File: src/rtl/srw_pkg.sv
// Package for the reset supervisor with watchdog: constants, register map and carrier types
package srw_pkg;

   // ----------------------------------------------------------------
   // Clock and timing
   // ----------------------------------------------------------------
   localparam longint SRW_CLK_PERIOD_NS = 64'd20;      // 50 MHz system clock
   localparam int     SRW_CNT_W         = 36;          // Wide enough for the long watchdog window

   localparam longint SRW_HOLD_SHORT_MS = 64'd10;      // Short hold time, select low (min)
   localparam longint SRW_HOLD_LONG_MS  = 64'd150;     // Long hold time, select high (min)
   localparam longint SRW_HOLD_FIXED_MS = 64'd150;     // Factory fixed hold option (min)
   localparam real    SRW_WDOG_SHORT_S  = 1.5;         // Short watchdog window (min)
   localparam real    SRW_WDOG_LONG_S   = 95.0;        // Long watchdog window (min)
   localparam longint SRW_UV_GLITCH_NS  = 64'd40000;   // Supply dips this short are ignored

   // Least times, exact multiples of the clock period here
   localparam logic [SRW_CNT_W-1:0] SRW_HOLD_SHORT_CYC =
      SRW_CNT_W'((SRW_HOLD_SHORT_MS * 64'd1000000 + SRW_CLK_PERIOD_NS - 64'd1) / SRW_CLK_PERIOD_NS);
   localparam logic [SRW_CNT_W-1:0] SRW_HOLD_LONG_CYC  =
      SRW_CNT_W'((SRW_HOLD_LONG_MS * 64'd1000000 + SRW_CLK_PERIOD_NS - 64'd1) / SRW_CLK_PERIOD_NS);
   localparam logic [SRW_CNT_W-1:0] SRW_HOLD_FIXED_CYC =
      SRW_CNT_W'((SRW_HOLD_FIXED_MS * 64'd1000000 + SRW_CLK_PERIOD_NS - 64'd1) / SRW_CLK_PERIOD_NS);
   localparam logic [SRW_CNT_W-1:0] SRW_WDOG_SHORT_CYC =
      SRW_CNT_W'(longint'(SRW_WDOG_SHORT_S * 1.0e9) / SRW_CLK_PERIOD_NS);
   localparam logic [SRW_CNT_W-1:0] SRW_WDOG_LONG_CYC  =
      SRW_CNT_W'(longint'(SRW_WDOG_LONG_S * 1.0e9) / SRW_CLK_PERIOD_NS);
   // Longest ignored dip rounds down
   localparam logic [11:0] SRW_UV_GLITCH_CYC = 12'(SRW_UV_GLITCH_NS / SRW_CLK_PERIOD_NS);

   // ----------------------------------------------------------------
   // Register map (byte addresses)
   // ----------------------------------------------------------------
   localparam int          SRW_ADDR_W     = 4;
   localparam logic [3:0]  SRW_OFF_CTRL   = 4'h0;      // Control, read/write
   localparam logic [3:0]  SRW_OFF_STATUS = 4'h4;      // Live status, read only
   localparam logic [3:0]  SRW_OFF_CAUSE  = 4'h8;      // Sticky causes, write one to clear
   localparam logic [1:0]  SRW_RESP_OKAY  = 2'b00;
   localparam logic [1:0]  SRW_RESP_SLVERR = 2'b10;

   // ----------------------------------------------------------------
   // Carrier types
   // ----------------------------------------------------------------
   typedef struct packed {
      logic mr_en;          // Manual reset input honoured
      logic hold_pin_sel;   // Hold time from select pin, else fixed option
      logic wdog_long;      // Long watchdog window option
      logic wdog_en;        // Watchdog fitted and running
   } srw_ctrl_t;

   localparam srw_ctrl_t SRW_CTRL_RESET = '{mr_en: 1'b1, hold_pin_sel: 1'b1, wdog_long: 1'b0, wdog_en: 1'b1};

   typedef struct packed {
      logic wd;             // Watchdog expired
      logic mr;             // Manual reset seen
      logic uv;             // Undervoltage seen
   } srw_cause_t;

   typedef enum logic [1:0] {
      SRW_ST_RUN,           // Reset released, watchdog counting
      SRW_ST_ACTIVE,        // A level cause is present
      SRW_ST_HOLD           // Causes gone, hold time running
   } srw_state_t;

endpackage

File: src/rtl/srw_top.sv
// Reset supervisor: undervoltage, manual reset and watchdog combined into one reset, driven on an active-low and an active-high output
//
// The register addresses and register access over AXI4-Lite were left to the implementer.
`timescale 1ns/1ps
`default_nettype none

module srw_top
   import srw_pkg::*;
#(
   parameter logic [SRW_CNT_W-1:0] HOLD_SHORT_CYC = SRW_HOLD_SHORT_CYC, // Short hold, cycles
   parameter logic [SRW_CNT_W-1:0] HOLD_LONG_CYC  = SRW_HOLD_LONG_CYC,  // Long hold, cycles
   parameter logic [SRW_CNT_W-1:0] HOLD_FIXED_CYC = SRW_HOLD_FIXED_CYC, // Fixed hold, cycles
   parameter logic [SRW_CNT_W-1:0] WDOG_SHORT_CYC = SRW_WDOG_SHORT_CYC, // Short window, cycles
   parameter logic [SRW_CNT_W-1:0] WDOG_LONG_CYC  = SRW_WDOG_LONG_CYC   // Long window, cycles
)(
   input  wire logic                  aclk,              // System clock
   input  wire logic                  aresetn,           // Synchronous reset, active low
   input  wire logic [SRW_ADDR_W-1:0] s_axi_awaddr,      // Write address
   input  wire logic [2:0]            s_axi_awprot,      // Write protection, unused
   input  wire logic                  s_axi_awvalid,     // Write address valid
   output var  logic                  s_axi_awready,     // Write address ready
   input  wire logic [31:0]           s_axi_wdata,       // Write data
   input  wire logic [3:0]            s_axi_wstrb,       // Write byte strobes
   input  wire logic                  s_axi_wvalid,      // Write data valid
   output var  logic                  s_axi_wready,      // Write data ready
   output var  logic [1:0]            s_axi_bresp,       // Write response
   output var  logic                  s_axi_bvalid,      // Write response valid
   input  wire logic                  s_axi_bready,      // Write response ready
   input  wire logic [SRW_ADDR_W-1:0] s_axi_araddr,      // Read address
   input  wire logic [2:0]            s_axi_arprot,      // Read protection, unused
   input  wire logic                  s_axi_arvalid,     // Read address valid
   output var  logic                  s_axi_arready,     // Read address ready
   output var  logic [31:0]           s_axi_rdata,       // Read data
   output var  logic [1:0]            s_axi_rresp,       // Read response
   output var  logic                  s_axi_rvalid,      // Read data valid
   input  wire logic                  s_axi_rready,      // Read data ready
   input  wire logic                  undervoltage_in,   // Supply below trip threshold, high
   input  wire logic                  manual_reset_n,    // Manual reset pin, active low
   input  wire logic                  watchdog_kick_in,  // Watchdog kick pin
   input  wire logic                  hold_time_select,  // Hold time select pin
   output var  logic                  reset_out_n,       // Reset output, active low
   output var  logic                  reset_out          // Reset output, active high
);

   // ----------------------------------------------------------------
   // Helpers
   // ----------------------------------------------------------------
   // Last cycle of an interval of len cycles
   function automatic logic cnt_done(input logic [SRW_CNT_W-1:0] cnt,
                                     input logic [SRW_CNT_W-1:0] len);
      cnt_done = (cnt == (len - SRW_CNT_W'(1)));
   endfunction

   // ----------------------------------------------------------------
   // Pin synchronisers
   // ----------------------------------------------------------------
   logic [3:0] pin_meta_reg;    // First stage, read only by second
   logic [3:0] pin_sync_reg;    // Second stage: uv, mr_n, kick, select
   logic       kick_last_reg;   // Previous synchronised kick level

   // Two flops per pin; the pipeline catches any level held >= one period
   always_ff @(posedge aclk) begin
      if (!aresetn) begin
         // Kick stages reset low like kick_last_reg, so no false edge follows reset
         pin_meta_reg  <= 4'b0100;
         pin_sync_reg  <= 4'b0100;
         kick_last_reg <= 1'b0;
      end else begin
         pin_meta_reg  <= {undervoltage_in, manual_reset_n, watchdog_kick_in, hold_time_select};
         pin_sync_reg  <= pin_meta_reg;
         kick_last_reg <= pin_sync_reg[1];
      end
   end

   wire uv_s    = pin_sync_reg[3];        // Undervoltage level
   wire mr_n_s  = pin_sync_reg[2];        // Manual reset level
   wire kick_s  = pin_sync_reg[1];        // Kick level
   wire sel_s   = pin_sync_reg[0];        // Hold select level
   // 150ns spans seven clocks, so every such pulse leaves an edge here
   wire kick_edge = kick_s ^ kick_last_reg;

   // ----------------------------------------------------------------
   // Registers and live state
   // ----------------------------------------------------------------
   srw_ctrl_t             ctrl_reg;       // Software control
   srw_cause_t            cause_reg;      // Sticky causes
   srw_state_t            state_reg;      // Supervisor state
   srw_state_t            state_next;
   logic [11:0]           uv_cnt_reg;     // Dip length counter
   logic                  uv_filt_reg;    // Qualified undervoltage
   logic [SRW_CNT_W-1:0]  hold_cnt_reg;   // Hold timer
   logic [SRW_CNT_W-1:0]  hold_len_reg;   // Hold length latched at start
   logic [SRW_CNT_W-1:0]  wd_cnt_reg;     // Watchdog timer

   // Pin pulled high when undriven; the enable bit lets software ignore it too
   wire mr_act = ctrl_reg.mr_en & ~mr_n_s;
   wire cause_lvl = uv_filt_reg | mr_act;
   wire rst_asserted = (state_reg != SRW_ST_RUN);
   wire [SRW_CNT_W-1:0] wd_len = ctrl_reg.wdog_long ? WDOG_LONG_CYC : WDOG_SHORT_CYC;
   wire wd_expire = ctrl_reg.wdog_en & ~rst_asserted & ~mr_act & ~kick_edge
                    & cnt_done(wd_cnt_reg, wd_len);
   // Pin select when fitted, otherwise the factory option
   wire [SRW_CNT_W-1:0] hold_len_sel = ctrl_reg.hold_pin_sel ?
                                       (sel_s ? HOLD_LONG_CYC : HOLD_SHORT_CYC) :
                                       HOLD_FIXED_CYC;

   // ----------------------------------------------------------------
   // Supply glitch filter
   // ----------------------------------------------------------------
   // A dip must outlast the ignored span before it counts; trades a
   // 40us reaction delay for immunity to short supply transients
   always_ff @(posedge aclk) begin
      if (!aresetn) begin
         uv_cnt_reg  <= 12'h000;
         uv_filt_reg <= 1'b0;
      end else if (!uv_s) begin
         uv_cnt_reg  <= 12'h000;
         uv_filt_reg <= 1'b0;
      end else if (uv_cnt_reg == SRW_UV_GLITCH_CYC) begin
         uv_filt_reg <= 1'b1;
      end else begin
         uv_cnt_reg  <= uv_cnt_reg + 12'h001;
      end
   end

   // ----------------------------------------------------------------
   // Supervisor state machine
   // ----------------------------------------------------------------
   always_comb begin
      state_next = state_reg;
      case (state_reg)
         SRW_ST_RUN: begin
            if (cause_lvl) begin
               state_next = SRW_ST_ACTIVE;
            end else if (wd_expire) begin
               state_next = SRW_ST_HOLD;
            end
         end
         SRW_ST_ACTIVE: begin
            if (!cause_lvl) begin
               state_next = SRW_ST_HOLD;
            end
         end
         SRW_ST_HOLD: begin
            if (cause_lvl) begin
               state_next = SRW_ST_ACTIVE;
            end else if (cnt_done(hold_cnt_reg, hold_len_reg)) begin
               state_next = SRW_ST_RUN;
            end
         end
         default: begin
            state_next = SRW_ST_ACTIVE;
         end
      endcase
   end

   // Power-up starts asserted so the first hold interval is timed
   always_ff @(posedge aclk) begin
      if (!aresetn) begin
         state_reg <= SRW_ST_ACTIVE;
      end else begin
         state_reg <= state_next;
      end
   end

   // Hold timer; length sampled only when an interval starts
   always_ff @(posedge aclk) begin
      if (!aresetn) begin
         hold_cnt_reg <= '0;
         hold_len_reg <= HOLD_FIXED_CYC;
      end else if (state_next == SRW_ST_HOLD && state_reg != SRW_ST_HOLD) begin
         hold_cnt_reg <= '0;
         hold_len_reg <= hold_len_sel;
      end else if (state_reg == SRW_ST_HOLD) begin
         hold_cnt_reg <= hold_cnt_reg + SRW_CNT_W'(1);
      end
   end

   // Watchdog timer: cleared and frozen while reset is out
   always_ff @(posedge aclk) begin
      if (!aresetn) begin
         wd_cnt_reg <= '0;
      end else if (rst_asserted || mr_act || kick_edge || wd_expire || !ctrl_reg.wdog_en) begin
         wd_cnt_reg <= '0;
      end else begin
         wd_cnt_reg <= wd_cnt_reg + SRW_CNT_W'(1);
      end
   end

   // Both polarities follow the registered state
   always_ff @(posedge aclk) begin
      if (!aresetn) begin
         reset_out_n <= 1'b0;
         reset_out   <= 1'b1;
      end else begin
         reset_out_n <= (state_next == SRW_ST_RUN);
         reset_out   <= (state_next != SRW_ST_RUN);
      end
   end

   // ----------------------------------------------------------------
   // AXI4-Lite slave
   // ----------------------------------------------------------------
   logic                  aw_have_reg;    // Write address held
   logic                  w_have_reg;     // Write data held
   logic [SRW_ADDR_W-1:0] aw_addr_reg;
   logic [31:0]           w_data_reg;
   logic [3:0]            w_strb_reg;

   assign s_axi_awready = ~aw_have_reg;
   assign s_axi_wready  = ~w_have_reg;
   assign s_axi_arready = ~s_axi_rvalid;

   wire do_write  = aw_have_reg & w_have_reg & ~s_axi_bvalid;
   wire wr_ctrl   = do_write & (aw_addr_reg == SRW_OFF_CTRL) & w_strb_reg[0];
   wire wr_cause  = do_write & (aw_addr_reg == SRW_OFF_CAUSE) & w_strb_reg[0];
   wire wr_ok     = (aw_addr_reg == SRW_OFF_CTRL) | (aw_addr_reg == SRW_OFF_CAUSE)
                    | (aw_addr_reg == SRW_OFF_STATUS);
   wire do_read   = s_axi_arvalid & s_axi_arready;
   wire rd_ctrl   = (s_axi_araddr == SRW_OFF_CTRL);
   wire rd_status = (s_axi_araddr == SRW_OFF_STATUS);
   wire rd_cause  = (s_axi_araddr == SRW_OFF_CAUSE);
   wire [31:0] status_word = {25'h000_0000, state_reg == SRW_ST_HOLD, rst_asserted, sel_s,
                              kick_s, mr_act, uv_filt_reg, ctrl_reg.wdog_en};
   wire [31:0] rd_word = rd_ctrl   ? {28'h000_0000, ctrl_reg} :
                         rd_status ? status_word :
                         rd_cause  ? {29'h000_0000, cause_reg} : 32'h0000_0000;
   wire srw_cause_t cause_set = '{wd: wd_expire, mr: mr_act, uv: uv_filt_reg};

   // Address and data taken in either order, held until both are in
   always_ff @(posedge aclk) begin
      if (!aresetn) begin
         aw_have_reg <= 1'b0;
         w_have_reg  <= 1'b0;
         aw_addr_reg <= '0;
         w_data_reg  <= 32'h0000_0000;
         w_strb_reg  <= 4'h0;
      end else begin
         if (s_axi_awvalid && !aw_have_reg) begin
            aw_have_reg <= 1'b1;
            aw_addr_reg <= s_axi_awaddr;
         end else if (do_write) begin
            aw_have_reg <= 1'b0;
         end
         if (s_axi_wvalid && !w_have_reg) begin
            w_have_reg <= 1'b1;
            w_data_reg <= s_axi_wdata;
            w_strb_reg <= s_axi_wstrb;
         end else if (do_write) begin
            w_have_reg <= 1'b0;
         end
      end
   end

   // Write response; unmapped addresses answer with a slave error
   always_ff @(posedge aclk) begin
      if (!aresetn) begin
         s_axi_bvalid <= 1'b0;
         s_axi_bresp  <= SRW_RESP_OKAY;
      end else if (do_write) begin
         s_axi_bvalid <= 1'b1;
         s_axi_bresp  <= wr_ok ? SRW_RESP_OKAY : SRW_RESP_SLVERR;
      end else if (s_axi_bready) begin
         s_axi_bvalid <= 1'b0;
      end
   end

   // Read data captured at the address handshake
   always_ff @(posedge aclk) begin
      if (!aresetn) begin
         s_axi_rvalid <= 1'b0;
         s_axi_rdata  <= 32'h0000_0000;
         s_axi_rresp  <= SRW_RESP_OKAY;
      end else if (do_read) begin
         s_axi_rvalid <= 1'b1;
         s_axi_rdata  <= rd_word;
         s_axi_rresp  <= (rd_ctrl | rd_status | rd_cause) ? SRW_RESP_OKAY : SRW_RESP_SLVERR;
      end else if (s_axi_rready) begin
         s_axi_rvalid <= 1'b0;
      end
   end

   // Control and sticky causes; a new event wins over its clear
   always_ff @(posedge aclk) begin
      if (!aresetn) begin
         ctrl_reg  <= SRW_CTRL_RESET;
         cause_reg <= '0;
      end else begin
         if (wr_ctrl) begin
            ctrl_reg <= srw_ctrl_t'(w_data_reg[3:0]);
         end
         cause_reg <= (cause_reg & ~(wr_cause ? srw_cause_t'(w_data_reg[2:0]) : '0)) | cause_set;
      end
   end

endmodule

`default_nettype wire

File: config.mk
export PLATFORM = sky130hd
export DESIGN_NAME = srw_top
export DESIGN_NICKNAME = d
export VERILOG_FILES = /design/src/rtl/srw_pkg.sv /design/src/rtl/srw_top.sv
export SDC_FILE = /design/constraint.sdc
export NUM_CORES = 1
export LEC_CHECK = 0
export BUFFER_PORTS_ARGS = -buffer_cell sky130_fd_sc_hd__buf_2
export CORE_ASPECT_RATIO = 0.7
export CORE_UTILIZATION = 55
export CTS_CLUSTER_DIAMETER = 50
export DETAILED_ROUTE_END_ITERATION = 10
export PLACE_DENSITY = 0.79
export SLEW_MARGIN = 20
export SYNTH_ARGS = -nofsm -noshare
export SYNTH_HDL_FRONTEND = slang
export SYNTH_SLANG_ARGS = --single-unit
File: constraint.sdc
create_clock -name aclk -period 6.2 [get_ports aclk]
set_clock_uncertainty 0.2 [all_clocks]
set_input_delay 1.24 -clock aclk [delete_from_list [all_inputs] [get_ports aclk]]
set_output_delay 1.24 -clock aclk [all_outputs]
set_load 0.05 [all_outputs]
==> results of run 1 <==
==> metrics by stage <==
step | cell area, µm² | instances
5_1_grt | 6720 | 861
3_3_place_gp | 6080 | 829
2_1_floorplan | 6010 | 708
6_report | 6720 | 861
3_5_place_dp | 6080 | 829
4_1_cts | 6720 | 861
==> cell families after synthesis <==
family          share of synthesized area
other cells                      0.000634
simple gates                        0.289
mux                                0.0271
flops                               0.437
compound gates                     0.0707
xor+xnor                            0.102
fa+ha+maj                         0.00846
buf+inv                            0.0649
==> synthesized netlist by cell type (2+ instances only) <==
cell / instances / area share
sky130_fd_sc_hd__mux2i_1: 16 / 0.027
sky130_fd_sc_hd__nand3_1: 25 / 0.021
sky130_fd_sc_hd__nor4b_1: 3 / 0.0044
sky130_fd_sc_hd__xnor2_1: 31 / 0.046
sky130_fd_sc_hd__ha_1: 4 / 0.0085
sky130_fd_sc_hd__inv_1: 18 / 0.011
sky130_fd_sc_hd__nand3b_1: 4 / 0.0051
sky130_fd_sc_hd__and3_1: 15 / 0.016
sky130_fd_sc_hd__or4b_2: 2 / 0.0034
sky130_fd_sc_hd__nor2b_1: 6 / 0.0063
sky130_fd_sc_hd__nand4bb_1: 2 / 0.0038
sky130_fd_sc_hd__or3_1: 12 / 0.013
sky130_fd_sc_hd__a211oi_1: 2 / 0.0025
sky130_fd_sc_hd__buf_4: 30 / 0.038
sky130_fd_sc_hd__o21bai_1: 2 / 0.0025
sky130_fd_sc_hd__o21ai_0: 12 / 0.010
sky130_fd_sc_hd__nor2_1: 112 / 0.071
sky130_fd_sc_hd__nand2b_1: 7 / 0.0074
sky130_fd_sc_hd__a21oi_1: 21 / 0.018
sky130_fd_sc_hd__o22ai_1: 3 / 0.0032
sky130_fd_sc_hd__nand4_1: 25 / 0.026
sky130_fd_sc_hd__nor3_1: 20 / 0.017
sky130_fd_sc_hd__o211ai_1: 2 / 0.0025
sky130_fd_sc_hd__and2_1: 10 / 0.011
sky130_fd_sc_hd__xor2_1: 38 / 0.056
sky130_fd_sc_hd__buf_2: 7 / 0.0059
sky130_fd_sc_hd__o31ai_1: 2 / 0.0025
sky130_fd_sc_hd__nor4_1: 13 / 0.014
sky130_fd_sc_hd__clkbuf_1: 15 / 0.0095
sky130_fd_sc_hd__a22oi_1: 6 / 0.0076
sky130_fd_sc_hd__dfxtp_1: 129 / 0.44
sky130_fd_sc_hd__and4_1: 10 / 0.015
sky130_fd_sc_hd__nand2_1: 48 / 0.030
sky130_fd_sc_hd__or4_1: 7 / 0.0089
==> per-layer routing <==
metal | routed length [µm] | global-route usage | vias up
met1 | 5960 | 0.302 | 2318
met3 | 689 | 0.0665 | 14
met5 | 0 | 0 | -
li1 | - | - | 2374
met4 | 162 | 0.0920 | 0
met2 | 6360 | 0.441 | 147
==> report_power, final <==
group          switching [W]  internal (W)
registers          0.0000119      0.000844
logic              0.0000972     0.0000314
clock network       0.000377      0.000693
==> area by class of cell <==
cell class / count / area [µm²]
multi-input cells: 509 / 3050
inverters: 18 / 67.6
flip-flops and latches: 129 / 2580
fillers: 801 / 3680
clock inverters: 13 / 185
well taps: 132 / 165
clock buffers: 19 / 453
repair buffers: 41 / 210
==> worst max-delay path by stage <==
stage | cells after the start | from | to
floorplan | 4 | aresetn | reset_out
global placement | 5 | aresetn | reset_out
detailed placement | 5 | aresetn | reset_out
CTS | 5 | aresetn | reset_out
global route | 5 | aresetn | reset_out
finish | 5 | aresetn | reset_out
==> reports/summary.txt, run 1 <==
Die ar. = 0.0112 mm²
maximum resistive drop on vdd = 0.198 mV
clock-pin slew on the worst setup and hold paths = 0.06 ns
Crit path buffers/inverters = 2
fraction of the core area covered by cells at the end of the flow = 0.646
area of the core = 0.0104 mm²
syn avg cell area = 8.67 µm²
largest net degree at the start of global routing = 39
flip-flop and latch count after synthesis = 129
die boundary width = 126 µm
result of the run = finished clean
Reg2Reg Depth = 5
hold buffers post-CTS = 0
overflow left after global routing = 0
Slowest cell on crit path = sky130_fd_sc_hd__a2111o_1
leading cell type in the layout, fill and taps excluded = sky130_fd_sc_hd__dfxtp_1
worst-case hold path end point = pin_sync_reg[2]
static leakage power = 2.40 nW
class of the tightest hold or removal check = flop to flop
reg2reg end = hold_cnt_reg[32]
clock tree from TritonCTS = done
number of top-level pins = 104
Total Wirelength = 13.2 mm
Diodes inserted = 0
Synth-to-Final Area Change = 13.6%
antenna-violating nets left = 0
number of placement rows = 31
pre-CTS worst setup slack = 2.83 ns
Slew Limit Headroom = 0.503
number of I/O port buffers = 39
max-cap violations = 0
CP Launch Type = primary input
Seq/Total Area, Yosys = 0.437
number of hold-slack violations in the final timing report = 0
share of post-route cells with drive strength above 1 = 0.117
total number of clock tree sinks = 129
total global routing track utilization = 0.252
top library cells by usage in the layout, fill and taps aside = 129 x sky130_fd_sc_hd__dfxtp_1, 112 x sky130_fd_sc_hd__nor2_1, 48 x sky130_fd_sc_hd__nand2_1
upper clock frequency limit = 340 MHz
Tot Pwr = 0.00206 W
remaining design rule violation count = 0
minimum setup slack among reg-to-reg paths = 3.37 ns
hold path startpoint = pin_meta_reg[2]
final-stage net count = 781
setup repair after global routing missed its margin = no
post-synthesis instance area = 0.00591 mm²
setup violators final = 0
average detailed-routed wire length per instance = 15.3 µm
required time at the worst-slack endpoint = 6.31 ns
CTS Buffer Depth = 2
min cycle time layout = 2.94 ns
Yosys cell types = 57
via-per-instance ratio = 5.64
data arrival time of the critical path = 3.05 ns
clock latency on the worst-skew pair = 0.42 ns
top_reg_cell synth = sky130_fd_sc_hd__dfxtp_1
critical path class = primary input to flop
count of TritonRoute iterations in the first routing pass = 8
quantity of gates resized following cts = 0
sort of element at the end of the critical path = flop
total setup buffers inserted after CTS = 0
die boundary height = 88.8 µm
Vias = 4,853
CP cell instances = buf_2 -> inv_1 -> a2111o_1 -> or3_1 -> o31a_1
ys async rst share = 0
Min-Delay Path Depth = 1
startpoint of the most critical register-to-register path = state_reg[1]
Clk Tree Root Cell = sky130_fd_sc_hd__clkbuf_16
starting density of the core = 0.569
DR iter-0 viols = 327
level count of the clock H-tree = 4
total power divided by cell area = 306 mW/mm²
slew at the pin closest to its max-slew limit = 0.740 ns
final max-slew violation count = 0
EDFF count, synth = 0
total CTS buffers = 17
largest fanout of any net on the critical path = 23
post-synthesis instance total = 682
number of global-route vias before repair = 4,619
worst hold slack = 0.229 ns
CP delay by family, top = buffers and inverters
Post-DP HPWL = 8.58 mm
biggest cell delay along the critical path = 0.56 ns
total negative setup slack = 0 ns
number of antenna violations at the first check in global routing = 0
final period utilization = 0.474
count of warnings emitted by yosys = 0
Final Worst Setup Slack = 3.26 ns
final weighted congestion in routability-driven placement = 0.814
global-route wire length before repair = 21.9 mm
Note: power is estimated with default switching activity, not from simulation.
==> run 2, diff against run 1 <==
--- a/config.mk
+++ b/config.mk
@@ -5,12 +5,13 @@
 export SDC_FILE = /design/constraint.sdc
 export NUM_CORES = 1
 export LEC_CHECK = 0
+export ABC_AREA = 1
 export BUFFER_PORTS_ARGS = -buffer_cell sky130_fd_sc_hd__buf_2
 export CORE_ASPECT_RATIO = 0.7
-export CORE_UTILIZATION = 55
+export CORE_UTILIZATION = 51
 export CTS_CLUSTER_DIAMETER = 50
 export DETAILED_ROUTE_END_ITERATION = 10
-export PLACE_DENSITY = 0.79
+export PLACE_DENSITY = 0.76
 export SLEW_MARGIN = 20
 export SYNTH_ARGS = -nofsm -noshare
 export SYNTH_HDL_FRONTEND = slang
==> constraint.sdc (replaced) <==
create_clock -name aclk -period 2.6 [get_ports aclk]
set_clock_uncertainty 0.2 [all_clocks]
set_input_delay 0.52 -clock aclk [delete_from_list [all_inputs] [get_ports aclk]]
set_output_delay 0.52 -clock aclk [all_outputs]
set_load 0.05 [all_outputs]
==> run 2 against run 1 <==
Against the previous run:
- clock power is 130% higher
- flip-flop and latch count stayed put
- sequential power is 140% higher
- final cell count is 34% higher
- highest routed layer unchanged
==> reports/summary.txt, run 2 <==
total CTS buffers = 17 (unchanged)
largest net degree at the start of global routing = 37 (-5.1%)
Seq/Total Area, Yosys = 0.397 (-0.0394)
level count of the clock H-tree = 4 (unchanged)
quantity of gates resized following cts = 0 (unchanged)
number of antenna violations at the first check in global routing = 0 (unchanged)
number of placement rows = 34 (+9.7%)
final-stage net count = 1,047 (+34%)
number of I/O port buffers = 39 (unchanged)
clock latency on the worst-skew pair = 0.41 ns (about the same)
largest cells by area after synthesis = sky130_fd_sc_hd__dfxtp_1 40%, sky130_fd_sc_hd__nand2_1 9.9%, sky130_fd_sc_hd__nor2_1 8.8%
average detailed-routed wire length per instance = 12.7 µm (-17%)
Synth-to-Final Area Change = 13.5% (about the same)
total setup buffers inserted after CTS = 0 (unchanged)
top_reg_cell synth = sky130_fd_sc_hd__dfxtp_1
CP Launch Type = flop
clock tree from TritonCTS = done
area of the core = 0.0124 mm² (+19%)
antenna-violating nets left = 0 (unchanged)
Die ar. = 0.0132 mm² (+18%)
EDFF count, synth = 0 (unchanged)
# fillers = 1,150 (+44%)
upper clock frequency limit = 424 MHz
critical path class = flop to flop
max-cap violations = 0 (unchanged)
ys async rst share = 0 (unchanged)
Diodes inserted = 0 (unchanged)
DR iter-0 viols = 524 (+60%)
starting density of the core = 0.523 (-0.0456)
number of top-level pins = 104 (unchanged)
total global routing track utilization = 0.231 (-0.0208)
post-synthesis instance area = 0.00650 mm² (+9.9%)
remaining design rule violation count = 0 (unchanged)
leading cell type in the layout, fill and taps excluded = sky130_fd_sc_hd__nand2_1
flip-flop and latch count after synthesis = 129 (unchanged)
static leakage power = 3.04 nW (+27%)
data arrival time of the critical path = 2.45 ns (-0.60 ns)
sort of element at the end of the critical path = flop
total negative setup slack = 0 ns (unchanged)
count of warnings emitted by yosys = 0 (unchanged)
number of hold-slack violations in the final timing report = 0 (unchanged)
final period utilization = 0.907
biggest cell delay along the critical path = 0.34 ns (-0.22 ns)
class of the tightest hold or removal check = primary input to flop
CP cell instances = ha_1 -> nand2_1 -> nor2_1 -> nand2_1 -> nor2_2 -> nand2_1 -> nor2_1 -> nand4_1 -> nor3b_1 -> nor2_1
setup violators final = 0 (unchanged)
Slowest cell on crit path = sky130_fd_sc_hd__dfxtp_1
largest fanout of any net on the critical path = 4 (-83%)
Vias = 5,859 (+21%)
hold buffers post-CTS = 0 (unchanged)
required time at the worst-slack endpoint = 2.69 ns (-3.62 ns)
Total Wirelength = 14.7 mm (+12%)
most frequent cells after synthesis = 172 x sky130_fd_sc_hd__nand2_1, 153 x sky130_fd_sc_hd__nor2_1, 134 x sky130_fd_sc_hd__inv_1
final weighted congestion in routability-driven placement = 0.920 (+13%)
most repeated cell in the gate-level netlist after synthesis = sky130_fd_sc_hd__nand2_1
final max-slew violation count = 0 (unchanged)
CP delay by family, top = simple AND/OR/NAND/NOR gates
Yosys cell types = 43 (-25%)
CTS Buffer Depth = 2 (unchanged)
Crit path buffers/inverters = 0 (-2)
total power divided by cell area = 663 mW/mm² (+120%)
slew at the pin closest to its max-slew limit = 0.559 ns (-0.181 ns)
via-per-instance ratio = 5.06 (-10%)
min cycle time layout = 2.36 ns
overflow left after global routing = 0 (unchanged)
die boundary height = 96.5 µm (+8.7%)
number of global-route vias before repair = 4,913 (+6.4%)
count of TritonRoute iterations in the first routing pass = 5 (-3)
top cell type's share of synthesized area = 0.397 (-0.0394)
maximum resistive drop on vdd = 0.543 mV (+170%)
Clk Tree Root Cell = sky130_fd_sc_hd__clkbuf_16
post-synth top area cell = sky130_fd_sc_hd__dfxtp_1
result of the run = finished clean
setup repair after global routing missed its margin = no
Tot Pwr = 0.00489 W (+140%)
syn avg cell area = 6.98 µm² (-19%)
share of post-route cells with drive strength above 1 = 0.113 (-0.00404)
Post-DP HPWL = 10.8 mm (+25%)
Slew Limit Headroom = 0.624 (+0.122)
worst hold slack = 0.0883 ns (-0.141 ns)
total number of clock tree sinks = 129 (unchanged)
post-synthesis instance total = 931 (+37%)
clock-pin slew on the worst setup and hold paths = 0.06 ns (about the same)
top library cells by usage in the layout, fill and taps aside = 172 x sky130_fd_sc_hd__nand2_1, 153 x sky130_fd_sc_hd__nor2_1, 134 x sky130_fd_sc_hd__inv_1
die boundary width = 137 µm (+8.7%)
global-route wire length before repair = 23.6 mm (+7.7%)
==> run 2: worst paths after layout <==
path                     from              end  slack (ns)  cells after the start
max             wd_cnt_reg[1]   wd_cnt_reg[32]        0.24                     10
max reg2reg     wd_cnt_reg[1]   wd_cnt_reg[32]        0.24                     10
min reg2reg   pin_meta_reg[2]  pin_sync_reg[2]        0.21                      1
min          watchdog_kick_in  pin_meta_reg[1]        0.09                      3
==> run 2: cell type report <==
cell class	instances	area, µm²	share of cell area
multi-input cells	651	3220	0.437
flip-flops and latches	129	2580	0.350
inverters	139	522	0.0707
clock buffers	19	443	0.0600
repair buffers	44	233	0.0315
well taps	162	203	0.0275
clock inverters	13	174	0.0236
==> run 2: power by group <==
group	switching (W)	internal, W	leakage [nW]
clock network	0.000922	0.00155	0.303
logic	0.000285	0.0000758	1.69
registers	0.0000313	0.00202	1.05
==> run 2: per-stage QoR <==
stage               setup slack [ns]  cell area (µm²)  cells   util
finish                         0.243             7380   1157  0.594
floorplan                      0.623             6600    957      -
global placement               0.388             6760   1125  0.545
CTS                            0.296             7380   1157  0.594
detailed placement             0.307             6760   1125  0.545
global route                  0.0575             7380   1157  0.594
==> run 2: worst register-to-register path, cell delays in order (launching register included) <==
cell and delay (ns):
sky130_fd_sc_hd__dfxtp_1 0.34, sky130_fd_sc_hd__ha_1 0.19, sky130_fd_sc_hd__nand2_1 0.08, sky130_fd_sc_hd__nor2_1 0.22, sky130_fd_sc_hd__nand2_1 0.15, sky130_fd_sc_hd__nor2_2 0.17, sky130_fd_sc_hd__nand2_1 0.13, sky130_fd_sc_hd__nor2_1 0.25
sky130_fd_sc_hd__nand4_1 0.20, sky130_fd_sc_hd__nor3b_1 0.25, sky130_fd_sc_hd__nor2_1 0.07
==> run 2: kinds of logic (layout without fill, tap and decap cells) <==
group | count (synthesis) | in the layout | share of synthesized area
compound gates | 109 | 109 | 0.0908
buf+inv | 177 | 215 | 0.122
fa+ha+maj | 4 | 4 | 0.00770
mux | 1 | 1 | 0.00154
simple gates | 476 | 476 | 0.334
other cells | 1 | 27 | 0.000577
xor+xnor | 34 | 34 | 0.0458
flops | 129 | 129 | 0.397
==> run 2: layer usage <==
layer  GRT usage  wire length [µm]  vias up
li1            -                 -     3026
met1       0.340              7640     2599
met2       0.324              5810      222
met3      0.0563              1180       12
met4      0.0778               114        0
met5           0                 0        -
